File: config.mk
export PLATFORM = sky130hd
export DESIGN_NAME = afrc_top
export DESIGN_NICKNAME = d
export VERILOG_FILES = /design/src/afrc_pkg.sv /design/src/afrc_sync.sv /design/src/afrc_axil.sv /design/src/afrc_top.sv
export SDC_FILE = /design/constraint.sdc
export NUM_CORES = 1
export LEC_CHECK = 0
export ABC_AREA = 0
export ABC_CLOCK_PERIOD_IN_PS = 1900
export CORE_UTILIZATION = 55
export CTS_CLUSTER_SIZE = 8
export DETAILED_ROUTE_END_ITERATION = 7
export DONT_BUFFER_PORTS = 1
export GPL_TIMING_DRIVEN = 0
export PLACE_DENSITY = 0.73
export SYNTH_ARGS = -nofsm -noshare
export SYNTH_HDL_FRONTEND = slang
export SYNTH_SLANG_ARGS = --single-unit
File: constraint.sdc
create_clock -name aclk -period 1.9 [get_ports aclk]
set_input_delay 0 -clock aclk [delete_from_list [all_inputs] [get_ports aclk]]
set_output_delay 0 -clock aclk [all_outputs]
set_load 0.01 [all_outputs]
File: src/afrc_pkg.sv
// Constants, types and register map of the amplifier fault report combiner.
// Assumes one 250 MHz clock and a synchronous active-low reset in every user.
package afrc_pkg;

   // ----------------------------------------------------------------------
   // Stage layout
   // ----------------------------------------------------------------------
   localparam int NUM_STAGES = 8;
   // Stage order: FL, FR, RL, RR, SL, SR, C, SUB; a set bit marks primary.
   localparam logic [7:0] PRIMARY_GROUP = 8'h43;

   // ----------------------------------------------------------------------
   // Register map, byte addresses
   // ----------------------------------------------------------------------
   localparam logic [7:0] ADDR_CTRL = 8'h00;
   localparam logic [7:0] ADDR_RAW = 8'h04;
   localparam logic [7:0] ADDR_STATUS = 8'h08;
   localparam logic [7:0] ADDR_MASK = 8'h0c;
   localparam logic [7:0] ADDR_COND = 8'h10;

   // Control fields.
   localparam int CTRL_MODE_LSB = 0;
   localparam int CTRL_REPORT_EN = 3;
   localparam logic [7:0] CTRL_RESET = 8'h08;
   localparam logic [7:0] MASK_RESET = 8'h00;

   // Status event bit positions, mask uses the same layout.
   localparam int EV_PRIMARY = 0;
   localparam int EV_SECONDARY = 1;
   localparam int EV_OVERTEMP = 2;
   localparam int EV_BITS = 3;

   // Raw field positions.
   localparam int RAW_SD_LSB = 0;
   localparam int RAW_OTW_LSB = 8;
   localparam int RAW_LINE_LSB = 16;

   // Bus answers.
   localparam logic [1:0] RESP_OKAY = 2'h0;
   localparam logic [1:0] RESP_SLVERR = 2'h2;

   // Device condition seen on a warning and shutdown pair.
   typedef enum logic [1:0] {
      AFRC_COND_NORMAL = 2'h0,
      AFRC_COND_TEMP_WARN = 2'h1,
      AFRC_COND_UVLO_CURRENT = 2'h3,
      AFRC_COND_HOT_ERROR = 2'h2
   } afrc_cond_e;

   // Register write request from the bus slave.
   typedef struct packed {
      logic [7:0] addr;
      logic [31:0] data;
      logic [3:0] strb;
   } afrc_wreq_s;

   // One open-drain pin as seen from the design.
   typedef struct packed {
      logic out;
      logic oe_n;
   } afrc_od_s;

endpackage

File: src/afrc_sync.sv
// Two flip-flop synchroniser for a vector of unrelated levels.
// Assumes each bit is a slow level from a pin; no bus coherence is offered.
`timescale 1ns/100ps
module afrc_sync import afrc_pkg::*; #(
   parameter int WIDTH = 8,
   parameter logic RESET_VAL = 1'b1
) (
   input wire logic aclk,
   input wire logic aresetn,
   input wire logic [WIDTH-1:0] d,
   output logic [WIDTH-1:0] q
);

   // ----------------------------------------------------------------------
   // Per-bit stages
   // ----------------------------------------------------------------------
   genvar i;
   generate
      for (i = 0; i < WIDTH; i++) begin : g_bit
         logic meta_ff;
         logic sync_ff;
         // The first stage feeds only the second, so metastability settles there.
         always_ff @(posedge aclk) begin
            if (!aresetn) begin
               meta_ff <= RESET_VAL;
               sync_ff <= RESET_VAL;
            end else begin
               meta_ff <= d[i];
               sync_ff <= meta_ff;
            end
         end
         assign q[i] = sync_ff;
      end
   endgenerate

endmodule

File: src/afrc_axil.sv
// AXI4-Lite slave front end: takes address and data in either order.
// Assumes the register file answers combinationally on decode and error.
`timescale 1ns/100ps
module afrc_axil import afrc_pkg::*; (
   input wire logic aclk,
   input wire logic aresetn,
   input wire logic [7:0] s_axi_awaddr,
   input wire logic s_axi_awvalid,
   output logic s_axi_awready,
   input wire logic [31:0] s_axi_wdata,
   input wire logic [3:0] s_axi_wstrb,
   input wire logic s_axi_wvalid,
   output logic s_axi_wready,
   output logic [1:0] s_axi_bresp,
   output logic s_axi_bvalid,
   input wire logic s_axi_bready,
   input wire logic [7:0] s_axi_araddr,
   input wire logic s_axi_arvalid,
   output logic s_axi_arready,
   output logic [31:0] s_axi_rdata,
   output logic [1:0] s_axi_rresp,
   output logic s_axi_rvalid,
   input wire logic s_axi_rready,
   output logic wr_en,
   output afrc_wreq_s wr_req,
   input wire logic wr_ok,
   input wire logic [31:0] rd_data,
   input wire logic rd_ok
);

   logic awready_ff, wready_ff, bvalid_ff, aw_full_ff, w_full_ff;
   logic arready_ff, rvalid_ff;
   logic [1:0] bresp_ff, rresp_ff;
   logic [31:0] rdata_ff;
   afrc_wreq_s req_ff;

   // ----------------------------------------------------------------------
   // Write path
   // ----------------------------------------------------------------------
   // The write fires once both halves are held and no answer is pending.
   assign wr_en = aw_full_ff && w_full_ff && !bvalid_ff;
   assign wr_req = req_ff;

   // Each half is held until the pair is committed; one write at a time.
   always_ff @(posedge aclk) begin
      if (!aresetn) begin
         awready_ff <= 1'b0;
         wready_ff <= 1'b0;
         aw_full_ff <= 1'b0;
         w_full_ff <= 1'b0;
         bvalid_ff <= 1'b0;
         bresp_ff <= RESP_OKAY;
         req_ff <= '0;
      end else begin
         if (s_axi_awvalid && awready_ff) begin
            aw_full_ff <= 1'b1;
            awready_ff <= 1'b0;
            req_ff.addr <= s_axi_awaddr;
         end else if (!aw_full_ff && !bvalid_ff) begin
            awready_ff <= 1'b1;
         end
         if (s_axi_wvalid && wready_ff) begin
            w_full_ff <= 1'b1;
            wready_ff <= 1'b0;
            req_ff.data <= s_axi_wdata;
            req_ff.strb <= s_axi_wstrb;
         end else if (!w_full_ff && !bvalid_ff) begin
            wready_ff <= 1'b1;
         end
         if (wr_en) begin
            aw_full_ff <= 1'b0;
            w_full_ff <= 1'b0;
            bvalid_ff <= 1'b1;
            bresp_ff <= wr_ok ? RESP_OKAY : RESP_SLVERR;
         end else if (bvalid_ff && s_axi_bready) begin
            bvalid_ff <= 1'b0;
         end
      end
   end

   // ----------------------------------------------------------------------
   // Read path
   // ----------------------------------------------------------------------
   // Data is captured at the address handshake; reads have no side effect.
   always_ff @(posedge aclk) begin
      if (!aresetn) begin
         arready_ff <= 1'b0;
         rvalid_ff <= 1'b0;
         rdata_ff <= 32'h0;
         rresp_ff <= RESP_OKAY;
      end else if (s_axi_arvalid && arready_ff) begin
         arready_ff <= 1'b0;
         rvalid_ff <= 1'b1;
         rdata_ff <= rd_ok ? rd_data : 32'h0;
         rresp_ff <= rd_ok ? RESP_OKAY : RESP_SLVERR;
      end else if (rvalid_ff && s_axi_rready) begin
         rvalid_ff <= 1'b0;
      end else if (!rvalid_ff) begin
         arready_ff <= 1'b1;
      end
   end

   assign s_axi_awready = awready_ff;
   assign s_axi_wready = wready_ff;
   assign s_axi_bvalid = bvalid_ff;
   assign s_axi_bresp = bresp_ff;
   assign s_axi_arready = arready_ff;
   assign s_axi_rvalid = rvalid_ff;
   assign s_axi_rdata = rdata_ff;
   assign s_axi_rresp = rresp_ff;

endmodule

File: src/afrc_top.sv
// Fault report combiner for eight power output stages, with register access.
// Assumes stage report pins are asynchronous active-low levels, the three
// combined lines are open drain with an outside pull-up, and a supervisor
// reads the lines and the registers over AXI4-Lite.
//
// Decided for this implementation: the register offsets and the AXI4-Lite register port.
`timescale 1ns/100ps
module afrc_top import afrc_pkg::*; (
   input wire logic aclk,
   input wire logic aresetn,
   input wire logic [7:0] s_axi_awaddr,
   input wire logic s_axi_awvalid,
   output logic s_axi_awready,
   input wire logic [31:0] s_axi_wdata,
   input wire logic [3:0] s_axi_wstrb,
   input wire logic s_axi_wvalid,
   output logic s_axi_wready,
   output logic [1:0] s_axi_bresp,
   output logic s_axi_bvalid,
   input wire logic s_axi_bready,
   input wire logic [7:0] s_axi_araddr,
   input wire logic s_axi_arvalid,
   output logic s_axi_arready,
   output logic [31:0] s_axi_rdata,
   output logic [1:0] s_axi_rresp,
   output logic s_axi_rvalid,
   input wire logic s_axi_rready,
   input wire logic [NUM_STAGES-1:0] stage_shutdown_n,
   input wire logic [NUM_STAGES-1:0] stage_overtemp_n,
   output logic mode_select_pin_a,
   output logic mode_select_pin_b,
   output logic mode_select_pin_c,
   input wire logic primary_shutdown_n_in,
   output logic primary_shutdown_n_out,
   output logic primary_shutdown_n_oe_n,
   input wire logic secondary_shutdown_n_in,
   output logic secondary_shutdown_n_out,
   output logic secondary_shutdown_n_oe_n,
   input wire logic overtemp_warning_n_in,
   output logic overtemp_warning_n_out,
   output logic overtemp_warning_n_oe_n,
   output logic irq
);

   // ----------------------------------------------------------------------
   // Declarations
   // ----------------------------------------------------------------------
   logic [NUM_STAGES-1:0] sd_sync, otw_sync;
   logic [2:0] line_sync;
   logic [7:0] ctrl_ff, mask_ff;
   logic [EV_BITS-1:0] status_ff, nxt_status, events, fault_now, fault_prev_ff;
   logic irq_ff;
   afrc_od_s prim_ff, sec_ff, otw_ff;
   logic wr_en, wr_ok, rd_ok;
   afrc_wreq_s wr_req;
   logic [31:0] rd_data;
   logic prim_fault, sec_fault, any_warn, report_en;
   logic sel_ctrl, sel_raw, sel_status, sel_mask, sel_cond;
   logic wsel_ctrl, wsel_status, wsel_mask;
   afrc_cond_e cond_prim, cond_sec;

   // ----------------------------------------------------------------------
   // Pin synchronisers
   // ----------------------------------------------------------------------
   // Auto-recovery pulses are short, so every pin is sampled through two flops.
   afrc_sync #(.WIDTH(NUM_STAGES), .RESET_VAL(1'b1)) u_sync_sd (
      .aclk(aclk),
      .aresetn(aresetn),
      .d(stage_shutdown_n),
      .q(sd_sync)
   );

   afrc_sync #(.WIDTH(NUM_STAGES), .RESET_VAL(1'b1)) u_sync_otw (
      .aclk(aclk),
      .aresetn(aresetn),
      .d(stage_overtemp_n),
      .q(otw_sync)
   );

   // The shared lines are read back, since other parties may also pull them.
   afrc_sync #(.WIDTH(3), .RESET_VAL(1'b1)) u_sync_line (
      .aclk(aclk),
      .aresetn(aresetn),
      .d({overtemp_warning_n_in, secondary_shutdown_n_in, primary_shutdown_n_in}),
      .q(line_sync)
   );

   // ----------------------------------------------------------------------
   // Bus slave
   // ----------------------------------------------------------------------
   afrc_axil u_axil (
      .aclk(aclk),
      .aresetn(aresetn),
      .s_axi_awaddr(s_axi_awaddr),
      .s_axi_awvalid(s_axi_awvalid),
      .s_axi_awready(s_axi_awready),
      .s_axi_wdata(s_axi_wdata),
      .s_axi_wstrb(s_axi_wstrb),
      .s_axi_wvalid(s_axi_wvalid),
      .s_axi_wready(s_axi_wready),
      .s_axi_bresp(s_axi_bresp),
      .s_axi_bvalid(s_axi_bvalid),
      .s_axi_bready(s_axi_bready),
      .s_axi_araddr(s_axi_araddr),
      .s_axi_arvalid(s_axi_arvalid),
      .s_axi_arready(s_axi_arready),
      .s_axi_rdata(s_axi_rdata),
      .s_axi_rresp(s_axi_rresp),
      .s_axi_rvalid(s_axi_rvalid),
      .s_axi_rready(s_axi_rready),
      .wr_en(wr_en),
      .wr_req(wr_req),
      .wr_ok(wr_ok),
      .rd_data(rd_data),
      .rd_ok(rd_ok)
   );

   // ----------------------------------------------------------------------
   // Fault merging
   // ----------------------------------------------------------------------
   // Group membership is fixed by wiring, so it lives in a constant mask.
   assign report_en = ctrl_ff[CTRL_REPORT_EN];
   assign prim_fault = |(~sd_sync & PRIMARY_GROUP);
   assign sec_fault = |(~sd_sync & ~PRIMARY_GROUP);
   assign any_warn = |(~otw_sync);
   assign fault_now = {any_warn, sec_fault, prim_fault};

   // Lines are only pulled low or released; the driven value is always zero.
   always_ff @(posedge aclk) begin
      if (!aresetn) begin
         prim_ff <= '{out: 1'b0, oe_n: 1'b1};
         sec_ff <= '{out: 1'b0, oe_n: 1'b1};
         otw_ff <= '{out: 1'b0, oe_n: 1'b1};
      end else begin
         prim_ff.oe_n <= !(prim_fault && report_en);
         sec_ff.oe_n <= !(sec_fault && report_en);
         otw_ff.oe_n <= !(any_warn && report_en);
      end
   end

   assign primary_shutdown_n_out = prim_ff.out;
   assign primary_shutdown_n_oe_n = prim_ff.oe_n;
   assign secondary_shutdown_n_out = sec_ff.out;
   assign secondary_shutdown_n_oe_n = sec_ff.oe_n;
   assign overtemp_warning_n_out = otw_ff.out;
   assign overtemp_warning_n_oe_n = otw_ff.oe_n;

   // Mode select pins come straight from control; reset value selects recovery.
   assign mode_select_pin_a = ctrl_ff[CTRL_MODE_LSB];
   assign mode_select_pin_b = ctrl_ff[CTRL_MODE_LSB + 1];
   assign mode_select_pin_c = ctrl_ff[CTRL_MODE_LSB + 2];

   // ----------------------------------------------------------------------
   // Condition decode of the lines as seen on the wire
   // ----------------------------------------------------------------------
   // Decoding the read-back lines shows what the supervisor itself would see.
   function automatic afrc_cond_e decode(input logic warn_n, input logic sd_n);
      case ({warn_n, sd_n})
         2'h0: decode = AFRC_COND_HOT_ERROR;
         2'h1: decode = AFRC_COND_TEMP_WARN;
         2'h2: decode = AFRC_COND_UVLO_CURRENT;
         default: decode = AFRC_COND_NORMAL;
      endcase
   endfunction

   assign cond_prim = decode(line_sync[2], line_sync[0]);
   assign cond_sec = decode(line_sync[2], line_sync[1]);

   // ----------------------------------------------------------------------
   // Address decode
   // ----------------------------------------------------------------------
   assign sel_ctrl = (s_axi_araddr == ADDR_CTRL);
   assign sel_raw = (s_axi_araddr == ADDR_RAW);
   assign sel_status = (s_axi_araddr == ADDR_STATUS);
   assign sel_mask = (s_axi_araddr == ADDR_MASK);
   assign sel_cond = (s_axi_araddr == ADDR_COND);
   assign rd_ok = sel_ctrl || sel_raw || sel_status || sel_mask || sel_cond;
   assign wsel_ctrl = (wr_req.addr == ADDR_CTRL);
   assign wsel_status = (wr_req.addr == ADDR_STATUS);
   assign wsel_mask = (wr_req.addr == ADDR_MASK);
   assign wr_ok = wsel_ctrl || wsel_status || wsel_mask || (wr_req.addr == ADDR_RAW)
      || (wr_req.addr == ADDR_COND);

   // Read data mux; unused bits read as zero.
   always_comb begin
      rd_data = 32'h0;
      if (sel_ctrl) begin
         rd_data[7:0] = ctrl_ff;
      end else if (sel_raw) begin
         rd_data[RAW_SD_LSB +: 8] = sd_sync;
         rd_data[RAW_OTW_LSB +: 8] = otw_sync;
         rd_data[RAW_LINE_LSB +: 3] = line_sync;
      end else if (sel_status) begin
         rd_data[EV_BITS-1:0] = status_ff;
      end else if (sel_mask) begin
         rd_data[EV_BITS-1:0] = mask_ff[EV_BITS-1:0];
      end else if (sel_cond) begin
         rd_data[3:0] = {cond_sec, cond_prim};
      end
   end

   // ----------------------------------------------------------------------
   // Control and mask registers
   // ----------------------------------------------------------------------
   // Only byte lane 0 carries fields, so only its strobe matters.
   always_ff @(posedge aclk) begin
      if (!aresetn) begin
         ctrl_ff <= CTRL_RESET;
         mask_ff <= MASK_RESET;
      end else if (wr_en && wr_req.strb[0]) begin
         if (wsel_ctrl) begin
            ctrl_ff <= wr_req.data[7:0];
         end else if (wsel_mask) begin
            mask_ff <= {5'h0, wr_req.data[EV_BITS-1:0]};
         end
      end
   end

   // ----------------------------------------------------------------------
   // Sticky events and interrupt
   // ----------------------------------------------------------------------
   // A fault onset is an event; a new event in the clear cycle still sets.
   assign events = fault_now & ~fault_prev_ff;

   always_comb begin
      nxt_status = status_ff;
      if (wr_en && wsel_status && wr_req.strb[0]) begin
         nxt_status = status_ff & ~wr_req.data[EV_BITS-1:0];
      end
      nxt_status = nxt_status | events;
   end

   always_ff @(posedge aclk) begin
      if (!aresetn) begin
         fault_prev_ff <= '0;
         status_ff <= '0;
         irq_ff <= 1'b0;
      end else begin
         fault_prev_ff <= fault_now;
         status_ff <= nxt_status;
         irq_ff <= |(nxt_status & mask_ff[EV_BITS-1:0]);
      end
   end

   assign irq = irq_ff;
endmodule

# ---- Word level (Yosys, flattened, before mapping)
# Cells that the tools add are included.
# W data, S select, Z words.
dict set report word_totals {
  reg_bits 119
  inputBits 78
  out_inout_bits 51
  wordCells 148
}
dict set report classes {
  eq_ne 12
  mux 19
  n_bitwise 12
  reduce_logical 46
}
# cell count
set op_table {}
lappend op_table {{$eq A8 B4 Y1 const B} 4}
lappend op_table {{$mux W19} 1}
lappend op_table {{$eq A8 B3 Y1 const B} 2}
lappend op_table {{$eq A8 B5 Y1 const B} 2}
lappend op_table {{$logic_not A8 Y1} 2}
lappend op_table {{$not A8 Y8} 2}
lappend op_table {{$logic_and A1 B1 Y1} 15}
lappend op_table {{$mux W15} 1}
lappend op_table {{$pmux W2 S3} 2}
lappend op_table {{$mux W11} 1}
lappend op_table {{$and A3 B3 Y3} 3}
lappend op_table {{$mux W3} 3}
lappend op_table {{$logic_or A1 B1 Y1} 8}
lappend op_table {{$mux W4} 2}
lappend op_table {{$mux W8} 1}
lappend op_table {{$reduce_or A2 Y1} 4}
lappend op_table {{$reduce_or A8 Y1} 1}
lappend op_table {{$logic_not A1 Y1} 6}
lappend op_table {{$mux W1} 6}
lappend op_table {{$not A3 Y3} 2}
lappend op_table {{$reduce_or A3 Y1} 2}
lappend op_table {{$reduce_or A5 Y1} 1}
lappend op_table {{$eq A2 B1 Y1 const B} 2}
lappend op_table {{$eq A2 B2 Y1 const B} 2}
lappend op_table {{7 further kinds} 14}

# ---- Longest topological paths before layout
# Gate-level depths: netlist of the first run.
dict set report depth {
  depth_word 8
  depth_mapped 6
  depth_no_buf 6
}

# ---- By module
# From an unflattened synthesis of the first run, not the netlist that was laid out.
dict set report unflattened {
  hier_cells 624
  hier_area_um2 5825.6
}
# mod n_inst cells_per_inst area_per_inst_um2
set by_module_without_submodules {}
lappend by_module_without_submodules {afrc_axil 1 374 3345.7}
lappend by_module_without_submodules {afrc_top 1 153 1316.3}
lappend by_module_without_submodules {{afrc_sync at u_sync_otw ...} 2 41 491.7}
lappend by_module_without_submodules {{afrc_sync at u_sync_line} 1 15 180.2}

# ---- Least setup slack after synthesis of the first run
# OpenSTA, ideal clock, no wires.
dict set report synth_timing {
  path_type {register -> register}
  startpoint {register u_axil.req_ff, in the netlist u_axil.wr_req[36]}
  endpoint {register irq_ff, in the netlist irq}
  setup_time_ns 0.120
  arrival_ns 1.771
  t_required_ns 1.780
  slack_ns 0.009
  stages_incl_launch_ff 6
  path_cell_list {dfxtp_1 or3_1 buf_2 or4_4 o31a_1 a211o_1}
}
dict set report synth_via {
  elab_chain_len 7
}
# item line_no
set synth_rtl {}
lappend synth_rtl {{start, declared} afrc_axil.sv:35} ;# afrc_wreq_s req_ff;
lappend synth_rtl {{$eq A8 B4 Y1} afrc_top.sv:179} ;# assign wsel_status = (wr_req.addr == ADDR_STATUS);
lappend synth_rtl {{$logic_and A1 B1 Y1 (2 in a row)} afrc_top.sv:227} ;# if (wr_en && wsel_status && wr_req.strb[0]) begin
lappend synth_rtl {{$mux W3} afrc_top.sv:227}
lappend synth_rtl {{$or A3 B3 Y3} afrc_top.sv:230} ;# nxt_status = nxt_status | events;
lappend synth_rtl {{$and A3 B3 Y3} afrc_top.sv:241} ;# irq_ff <= |(nxt_status & mask_ff[EV_BITS-1:0]);
lappend synth_rtl {{$reduce_or A3 Y1} afrc_top.sv:241}
lappend synth_rtl {{end signal, assigned} afrc_top.sv:241}
lappend synth_rtl {{end, declared} afrc_top.sv:52} ;# logic irq_ff;
# No other way between the ends.
# A chain may end at the register's enable or synchronous reset.

# ---- Worst setup path after layout of the first run
dict set report layout_timing {
  startpoint {register u_axil.req_ff, in the netlist u_axil.wr_req[41]}
  endpoint {register irq_ff, in the netlist irq}
}
# Same word-level chain as after synthesis.

==> results.toml, run 1 <==
[sta]
slew_headroom_pct = 56.83
drv_slew = 0
setup_viol = 2
hold_violations = 0
finClkSkew_ns = 0.006923
period_share_pct = 103.4
setup_ws_ns = -0.06506
tightest_slew_ns = 0.6476
fin_crit_ns = 1.965
fmax_ghz = 0.5089
holdWs_ns = 0.03296
rsz0062_at_grt = "true"

[run_status]
status = "finished, violations left"
violations = "negative setup slack"

[layout]
final_util_pct = 70.44
area_delta_synth_final_pct = 24.11
drive_gt1_share_pct = 9.796
num_antenna_cells = 0
final_common_cell = "dfxtp_1"
final_cell_mix = "dfxtp_1, dlygate4sd3_1, nand2b_1, nand2_1, a21oi_1"
nets = 567
final_cell_area_mm2 = 0.004760
fillCellCount = 510

[place]
pre_cts_ws_ns = -0.08447
placed_cell_area_mm2 = 0.003999
port_buffers = 0
dp_hpwl_um = 5496
place.gp.congestion = 0.8237

[floorplan]
dieArea_mm2 = 0.007310
start_util_pct = 56.76
die_x_um = 85.50
row_count = 30
coreArea_mm2 = 0.006756
die_h_um = 85.50
ios = 129

[routing]
wl_per_cell_um = 14.57
num_vias = 3015
via_per_inst = 5.289
wirelength_um = 8306
drtIter0Drc = 176
firstDrtPassIters = 4
drc = 0
ant_nets = 0

[yosys]
async_flop_share_pct = 0
seq_area_frac_synth_pct = 54.29
yosysWarnings = 0
synth_edf_count = 0
yosys_most_used_dff = "dfxtp_1"
synth.cell_area_mm2 = 0.003835
syn_area_per_cell_um2 = 9.563
synthCells = 401
synth_cell_types = 43
ys_ff_latch = 104

[global_routing]
antenna_found_initial = 0
grt_usage_pct = 23.77
grt_pass1_vias = 2842
grt_pass1_wl_um = 13410
grt_max_degree = 19
gr-total-overflow = 0

[power]
p_leak_nw = 1.931
power_density_mw_per_mm2 = 838.0
vdd_ir_drop_max_uv = 502.4

[clocking]
worst_skew_pair.late_latency_ns = 0.36
cts_max_level = 3
cts_tree = "done"
clockRootBuffer = "clkbuf_8"
cts_buffer_depth = 2
cts.clk_slew.worst_paths_ns = 0.10
numCtsBuffers = 9
clkSinkCount = 104

[setup_path]
critPathLaunchType = "register"
criticalPathCategory = "register to register"
end_kind = "register"
arrival_ns = 2.21
rrSetupSlack_ns = -0.07
worstPathRequired_ns = 2.14
cp_max_fo = 4

[worst_hold_path]
hp-class = "primary input to register"

[flow_run]
maxCapViolations = 0
[flip-flops by register name (all words and copies together), names as in the netlist, 3 cells and up]
name                       count
u_sync_otw.g_bit.meta_ff       8
fault_prev_ff                  3
u_axil.s_axi_rdata            19
u_sync_sd.g_bit.sync_ff        8
status_ff                      3
ctrl_ff                        8
mask_ff                        3
u_sync_line.g_bit.sync_ff      3
u_axil.wr_req                 17
u_sync_otw.g_bit.sync_ff       8
u_sync_sd.g_bit.meta_ff        8
u_sync_line.g_bit.meta_ff      3
[cells by family after synthesis]
| group | share of synthesized area [%] |
|---|---|
| simple gates | 21.53 |
| mux | 5.579 |
| flops | 54.29 |
| buf+inv | 6.525 |
| fa+ha+maj | 1.305 |
| compound gates | 10.67 |
| other cells | 0.09779 |
[Yosys cell counts, types with 2 or more instances]
cell      instances  area [µm²]
nand3_1          12       60.06
nand4b_1          2       17.52
buf_2             2       10.01
buf_4            18       135.1
nor2_1           25       93.84
inv_1            10       37.54
o21ai_0          13       65.06
nand4_1           4       25.02
clkbuf_1         16       60.06
nand3b_1          2       15.01
nor4b_1           2       17.52
a21oi_1          25       125.1
or4bb_1           2       22.52
and3_1            3       18.77
a22o_1           12       105.1
mux2_2            3       33.78
nor3_1            6       30.03
nand2b_1         46       287.8
mux2i_1          18       180.2
o211ai_1          2       15.01
ha_1              4       50.05
dfxtp_1         104        2082
a31oi_1           3       18.77
o22ai_1           3       18.77
nand2_1          46       172.7
[repair_timing]
action | CTS | global route
setup buffers | 1 | 0
hold buffers | 55 | 0
endpoints found under the hold margin | 52 | 0
gates resized for setup | 4 | 6
setup endpoints to repair | 9 | 23
pin swaps | 2 | 0
[report_power, final]
part	internal (W)	total (W)	leakage, nW	switching [W]
Combinational	0.000202	0.000397	0.989	0.000195
Clock	0.000496	0.00126	0.0879	0.000764
Sequential	0.00227	0.00233	0.854	0.0000626
[layer usage]
metal	track usage, %	up-vias	part of all wire, %
li1	-	1490	-
met1	31.01	1401	43
met5	0	-	0
met2	38.04	112	47
met3	6.064	12	8.3
met4	9.242	0	1.6
[through the flow]
stage	TNS [ns]	std cells	total power (W)
floorplan	0	418	0.002603
global placement	-0.1060	498	0.002660
detailed placement	-0.09887	498	0.002671
CTS	-0.05441	570	0.004004
global route	-1.098	570	0.004172
finish	-0.06863	570	0.003989
[final cells by class]
class	instances	area (µm²)	share of cell area, %
clock inverter	6	51.30	1.078
multi-input combinational	266	1575	33.10
clock buffer	10	127.6	2.681
buffer	37	219.0	4.600
timing repair buffer	56	560.5	11.78
inverter	11	41.29	0.8675
tap	80	100.1	2.103
sequential	104	2085	43.80
[path summary, 6_finish.rpt]
| kind | start | end | cells after the start |
|---|---|---|---|
| setup / recovery | u_axil.wr_req[41] | irq | 5 |
| hold reg to reg | u_sync_otw.g_bit[3].meta_ff | u_sync_otw.g_bit[3].sync_ff | 1 |
| setup reg to reg | u_axil.wr_req[41] | irq | 5 |
| hold / removal | s_axi_araddr[6] | u_axil.s_axi_rdata[0] | 3 |
[critical path, cell delays in order, from the launching register on]
cell     delay (ns)
dfxtp_2        0.33
or3_1          0.37
buf_6          0.14
or4_4          0.51
o31a_1         0.25
a211o_1        0.25
No activity file was read; power rests on OpenSTA's default activity.
==> run 2: changes to the inputs <==
- SETUP_SLACK_MARGIN: unset -> 0.2
- SYNTH_HIERARCHICAL: unset -> 1
==> results.toml, run 2 <==
[yosys]
yosysWarnings = 6
synthCells = 513
syn_area_per_cell_um2 = 9.429
synth.cell_area_mm2 = 0.004837

[flow_run]
maxCapViolations = 0

[setup_path]
cp_slowest_cell = "dfxtp_4"
slowest_delay_ns = 0.37
worstPathRequired_ns = 2.29
r2r-end = "irq"
end_kind = "register"
critPathLaunchType = "register"
cp_max_fo = 6
rrSetupSlack_ns = 0.19
worst-path-buf-inv = 1
criticalPathCategory = "register to register"
arrival_ns = 2.10
r2r_start = "u_axil/s_axi_bvalid"
path_cells = "and3b_1, clkbuf_8, nand2_2, and4bb_4, a211oi_2, a311o_1"
critPathLaunch = "u_axil/s_axi_bvalid"
critical-path-top-delay-family = "simple AND/OR/NAND/NOR gates"
reg2reg_depth = 6

[sta]
timing.setup.tns_ns = 0
rsz0062_at_grt = "true"
fin_crit_ns = 1.708
period_share_pct = 89.89
fmax_ghz = 0.5855
setup_viol = 0
setup_ws_ns = 0.1921
hold_violations = 0
finClkSkew_ns = 0.007580
drv_slew = 0
tightest_slew_ns = 0.7693
slew_headroom_pct = 48.71

[place]
place.gp.congestion = 0.8960
pre_cts_ws_ns = 0.07378
dp_hpwl_um = 7440
dp.cells = 634
port_buffers = 0

[layout]
final_common_cell = "dfxtp_1"
nets = 690
stdcell_count = 725
final_cell_mix = "dfxtp_1, nand2_1, dlygate4sd3_1"
largest_register_ffs = 32
area_delta_synth_final_pct = 29.98
num_antenna_cells = 0
drive_gt1_share_pct = 17.26

[floorplan]
die_x_um = 95.78
ios = 129
die_h_um = 95.78
start_util_pct = 57.71
coreArea_mm2 = 0.008382
row_count = 33
dieArea_mm2 = 0.009174

[routing]
drc = 0
wirelength_um = 11860
ant_nets = 0
num_vias = 3861
drtIter0Drc = 151
firstDrtPassIters = 6
wl_per_cell_um = 16.35
via_per_inst = 5.326

[global_routing]
gr-total-overflow = 0
grt_pass1_vias = 3935
antenna_found_initial = 0
grt_max_degree = 22
grt_pass1_wl_um = 19240
grt_usage_pct = 28.02

[power]
switchingPower_w = 0.001356
power_density_mw_per_mm2 = 998.8
p_leak_nw = 2.543
vdd_ir_drop_max_uv = 661.7
power_frac_clock_pct = 50.7
combPwrFrac_pct = 7.8
swShare_pct = 21.59
p_int_w = 0.004924
seqPwrFrac_pct = 41.5

[clocking]
cts.clk_slew.worst_paths_ns = 0.05
cts_max_level = 4
cts_buffer_depth = 2
cts_tree = "done"
numCtsBuffers = 17
worst_skew_pair.late_latency_ns = 0.51
clkSinkCount = 117
clockRootBuffer = "clkbuf_8"

[worst_hold_path]
hold_end = "u_axil/w_full_ff"
hp-start = "s_axi_wvalid"
hp-class = "primary input to register"
min_delay_path_depth = 5

[run_status]
status = "finished, final reports clean"
run 2: cell type report:
cell class / instances / area [µm²]
timing repair buffer: 60 / 600.6
inverter: 8 / 30.03
fill: 613 / 2095
buffer: 60 / 426.7
multi-input combinational: 344 / 2153
tap: 105 / 131.4
sequential: 117 / 2347
clock inverter: 9 / 125.1
clock buffer: 22 / 473.0
run 2: metal layers:
layer / global-route usage, % / wire length (µm) / vias to the layer above / part of all wire, %
li1: - / - / 1876 / -
met1: 33.30 / 4821 / 1807 / 41
met2: 47.56 / 5839 / 154 / 49
met3: 8.610 / 934 / 24 / 7.9
met4: 10.32 / 259 / 0 / 2.2
met5: 0 / 0 / - / 0
run 2: how the worst max path moves through the flow:
stage                 end  cells after the start
2_1_floorplan         irq                      6
3_3_place_gp          irq                      6
3_5_place_dp   ctrl_ff[0]                      7
4_1_cts        ctrl_ff[0]                      7
5_1_grt               irq                      6
6_report              irq                      6
run 2: what timing repair did:
action                                 CTS  global route
setup endpoints to repair               10            20
gates resized for setup                  8            12
hold buffers                            59             0
buffers inserted                         0             1
endpoints found under the hold margin   86             0
pin swaps                                2             8
gates cloned                             0             0
run 2: power groups by stage:
stage / sequential, W / combinational (W) / clock [W]
floorplan: 0.00264 / 0.000304 / 0
global placement: 0.00265 / 0.000358 / 0
detailed placement: 0.00266 / 0.000368 / 0
CTS: 0.00260 / 0.000475 / 0.00322
global route: 0.00262 / 0.000535 / 0.00334
finish: 0.00261 / 0.000490 / 0.00318
run 2: worst reg2reg max path: stages, from the launching register on:
cell,delay [ns]
dfxtp_4,0.37
and3b_1,0.25
clkbuf_8,0.16
nand2_2,0.04
and4bb_4,0.37
a211oi_2,0.09
a311o_1,0.32
run 2: per-stage QoR:
step	cell area (µm²)	total power (W)	hold WS [ns]	util, %
2_1_floorplan	4897	0.002945	0.07304	-
3_3_place_gp	5029	0.003011	0.07669	59.99
3_5_place_dp	5029	0.003024	0.07889	59.99
4_1_cts	6251	0.006302	0.0002837	74.58
5_1_grt	6287	0.006493	0.02273	75.01
6_report	6287	0.006280	0.01229	75.01
==> run 3: changes to the inputs <==
- GPL_TIMING_DRIVEN: 0 -> 1
- PLACE_DENSITY: 0.73 -> 0.72
==> results.toml, run 3 (synthesized netlist as in run 2, its figures left out) <==
[routing]
via_per_inst = 5.306
firstDrtPassIters = 5
ant_nets = 0
drtIter0Drc = 207
wl_per_cell_um = 15.65
wirelength_um = 10470
num_vias = 3550
drc = 0

[setup_path]
critPathLaunch = "u_sync_line/g_bit[0].sync_ff"
r2r-end = "u_axil/s_axi_rdata[1]"
rrSetupSlack_ns = 0.28
critPathLaunchType = "register"
reg2reg_depth = 8
worstPathRequired_ns = 2.28
arrival_ns = 2.00
cp_max_fo = 3
criticalPathCategory = "register to register"
r2r_start = "u_sync_line/g_bit[0].sync_ff"
end_kind = "register"

[global_routing]
grtUsageMet3_pct = 7.109
top_usage_layer = "met2"
gr-usage-met1_pct = 30.31
met2_usage_pct = 38.39
grt_usage_pct = 23.89
antenna_found_initial = 0
grt_pass1_wl_um = 16590
gr-total-overflow = 0
grt_pass1_vias = 3435
grt_max_degree = 106

[floorplan]
die_x_um = 95.78
dieArea_mm2 = 0.009174
ios = 129
die_h_um = 95.78
start_util_pct = 57.71
row_count = 33
coreArea_mm2 = 0.008382

[layout]
nets = 634
final_cell_mix = "dfxtp_1, nand2_1, dlygate4sd3_1"
largest_register_ffs = 32
area_delta_synth_final_pct = 21.99
final_common_cell = "dfxtp_1"
fillCellCount = 641
num_antenna_cells = 0
drive_gt1_share_pct = 11.70

[place]
port_buffers = 0
place.gp.congestion = 0.8370
pre_cts_ws_ns = 0.1824
dp_hpwl_um = 6315

[clocking]
clkSinkCount = 117
cts_tree = "done"
clockRootBuffer = "clkbuf_8"
numCtsBuffers = 17
worst_skew_pair.late_latency_ns = 0.51
cts.clk_slew.worst_paths_ns = 0.06
cts_buffer_depth = 2
cts_max_level = 4

[power]
vdd_ir_drop_max_uv = 731.5
switchingPower_w = 0.001304
power_density_mw_per_mm2 = 1079
seqPwrFrac_pct = 41.0
combPwrFrac_pct = 6.3
p_total_w = 0.006364
p_leak_nw = 2.349
swShare_pct = 20.50
power_frac_clock_pct = 52.7
p_int_w = 0.005060

[sta]
period_share_pct = 85.34
fmax_ghz = 0.6167
drv_slew = 0
holdWs_ns = 0.02679
rsz0062_at_grt = "false"
setup_viol = 0
setup_ws_ns = 0.2785
finClkSkew_ns = 0.01434
hold_violations = 0
fin_crit_ns = 1.622
timing.setup.tns_ns = 0

[worst_hold_path]
min_delay_path_depth = 5
hold_end = "u_axil/s_axi_rdata[15]"
hp-start = "s_axi_araddr[3]"
hp-class = "primary input to register"

[run_status]
status = "finished, final reports clean"

[flow_run]
maxCapViolations = 0
## run 3: cell count changes in the layout (fill, tap and decap cells not counted), moves of 2 or more
cell           change
dfxtp_2            +2
clkbuf_8           -3
buf_6              -5
buf_2             -15
a21boi_0           +2
dlygate4sd3_1      -7
buf_12             -2
clkbuf_1           -8
buf_4             -15
bufinv_16          +2
## run 3: worst max path at each step
stage | end | depth (start not counted)
after CTS | irq | 5
after global placement | irq | 5
after floorplan | irq | 6
after global routing | u_axil/s_axi_rdata[1] | 8
final | u_axil/s_axi_rdata[1] | 8
after detailed placement | ctrl_ff[4] | 6
## run 3: cell type report
class	count	area, µm²	area share [%]
multi-input combinational	344	2131	36.11
clock buffer	21	449.2	7.612
timing repair buffer	64	631.9	10.71
tap	105	131.4	2.226
clock inverter	10	177.7	3.011
inverter	8	33.78	0.5725
sequential	117	2346	39.76
## run 3: repair_timing
item | 4_1_cts | 5_1_grt
hold buffers | 52 | 0
gates resized for setup | 1 | 7
setup buffers | 0 | 3
hold endpoints to repair | 116 | 0
endpoints found under the setup margin | 4 | 10
pin swaps | 0 | 4
## run 3: worst max-delay path, stage by stage, from the launching register on
cell	delay, ns
dfxtp_1	0.30
inv_1	0.07
ha_1	0.19
or2_2	0.28
a21oi_1	0.16
o22ai_1	0.10
a22o_1	0.21
nand3_1	0.09
a21boi_0	0.09
## run 3: power by group through the flow
stage	Clock (W)	Sequential (W)	Combinational (W)
finish	0.00336	0.00261	0.000399
global route	0.00352	0.00262	0.000437
CTS	0.00339	0.00261	0.000388
detailed placement	0	0.00266	0.000261
global placement	0	0.00265	0.000252
floorplan	0	0.00264	0.000304
## run 3: stage by stage
step	util [%]	instance area, µm²	instances
finish	70.40	5901	669
global placement	55.90	4686	583
global route	70.40	5901	669
detailed placement	55.90	4686	583
CTS	69.82	5852	666
floorplan	-	4897	529
## run 3: routing by layer
layer	vias up	routed length, µm	share of wire (%)
met4	0	118	1.1
met2	111	4967	47
met3	14	725	6.9
met5	-	0	0
met1	1667	4658	44
li1	1758	-	-
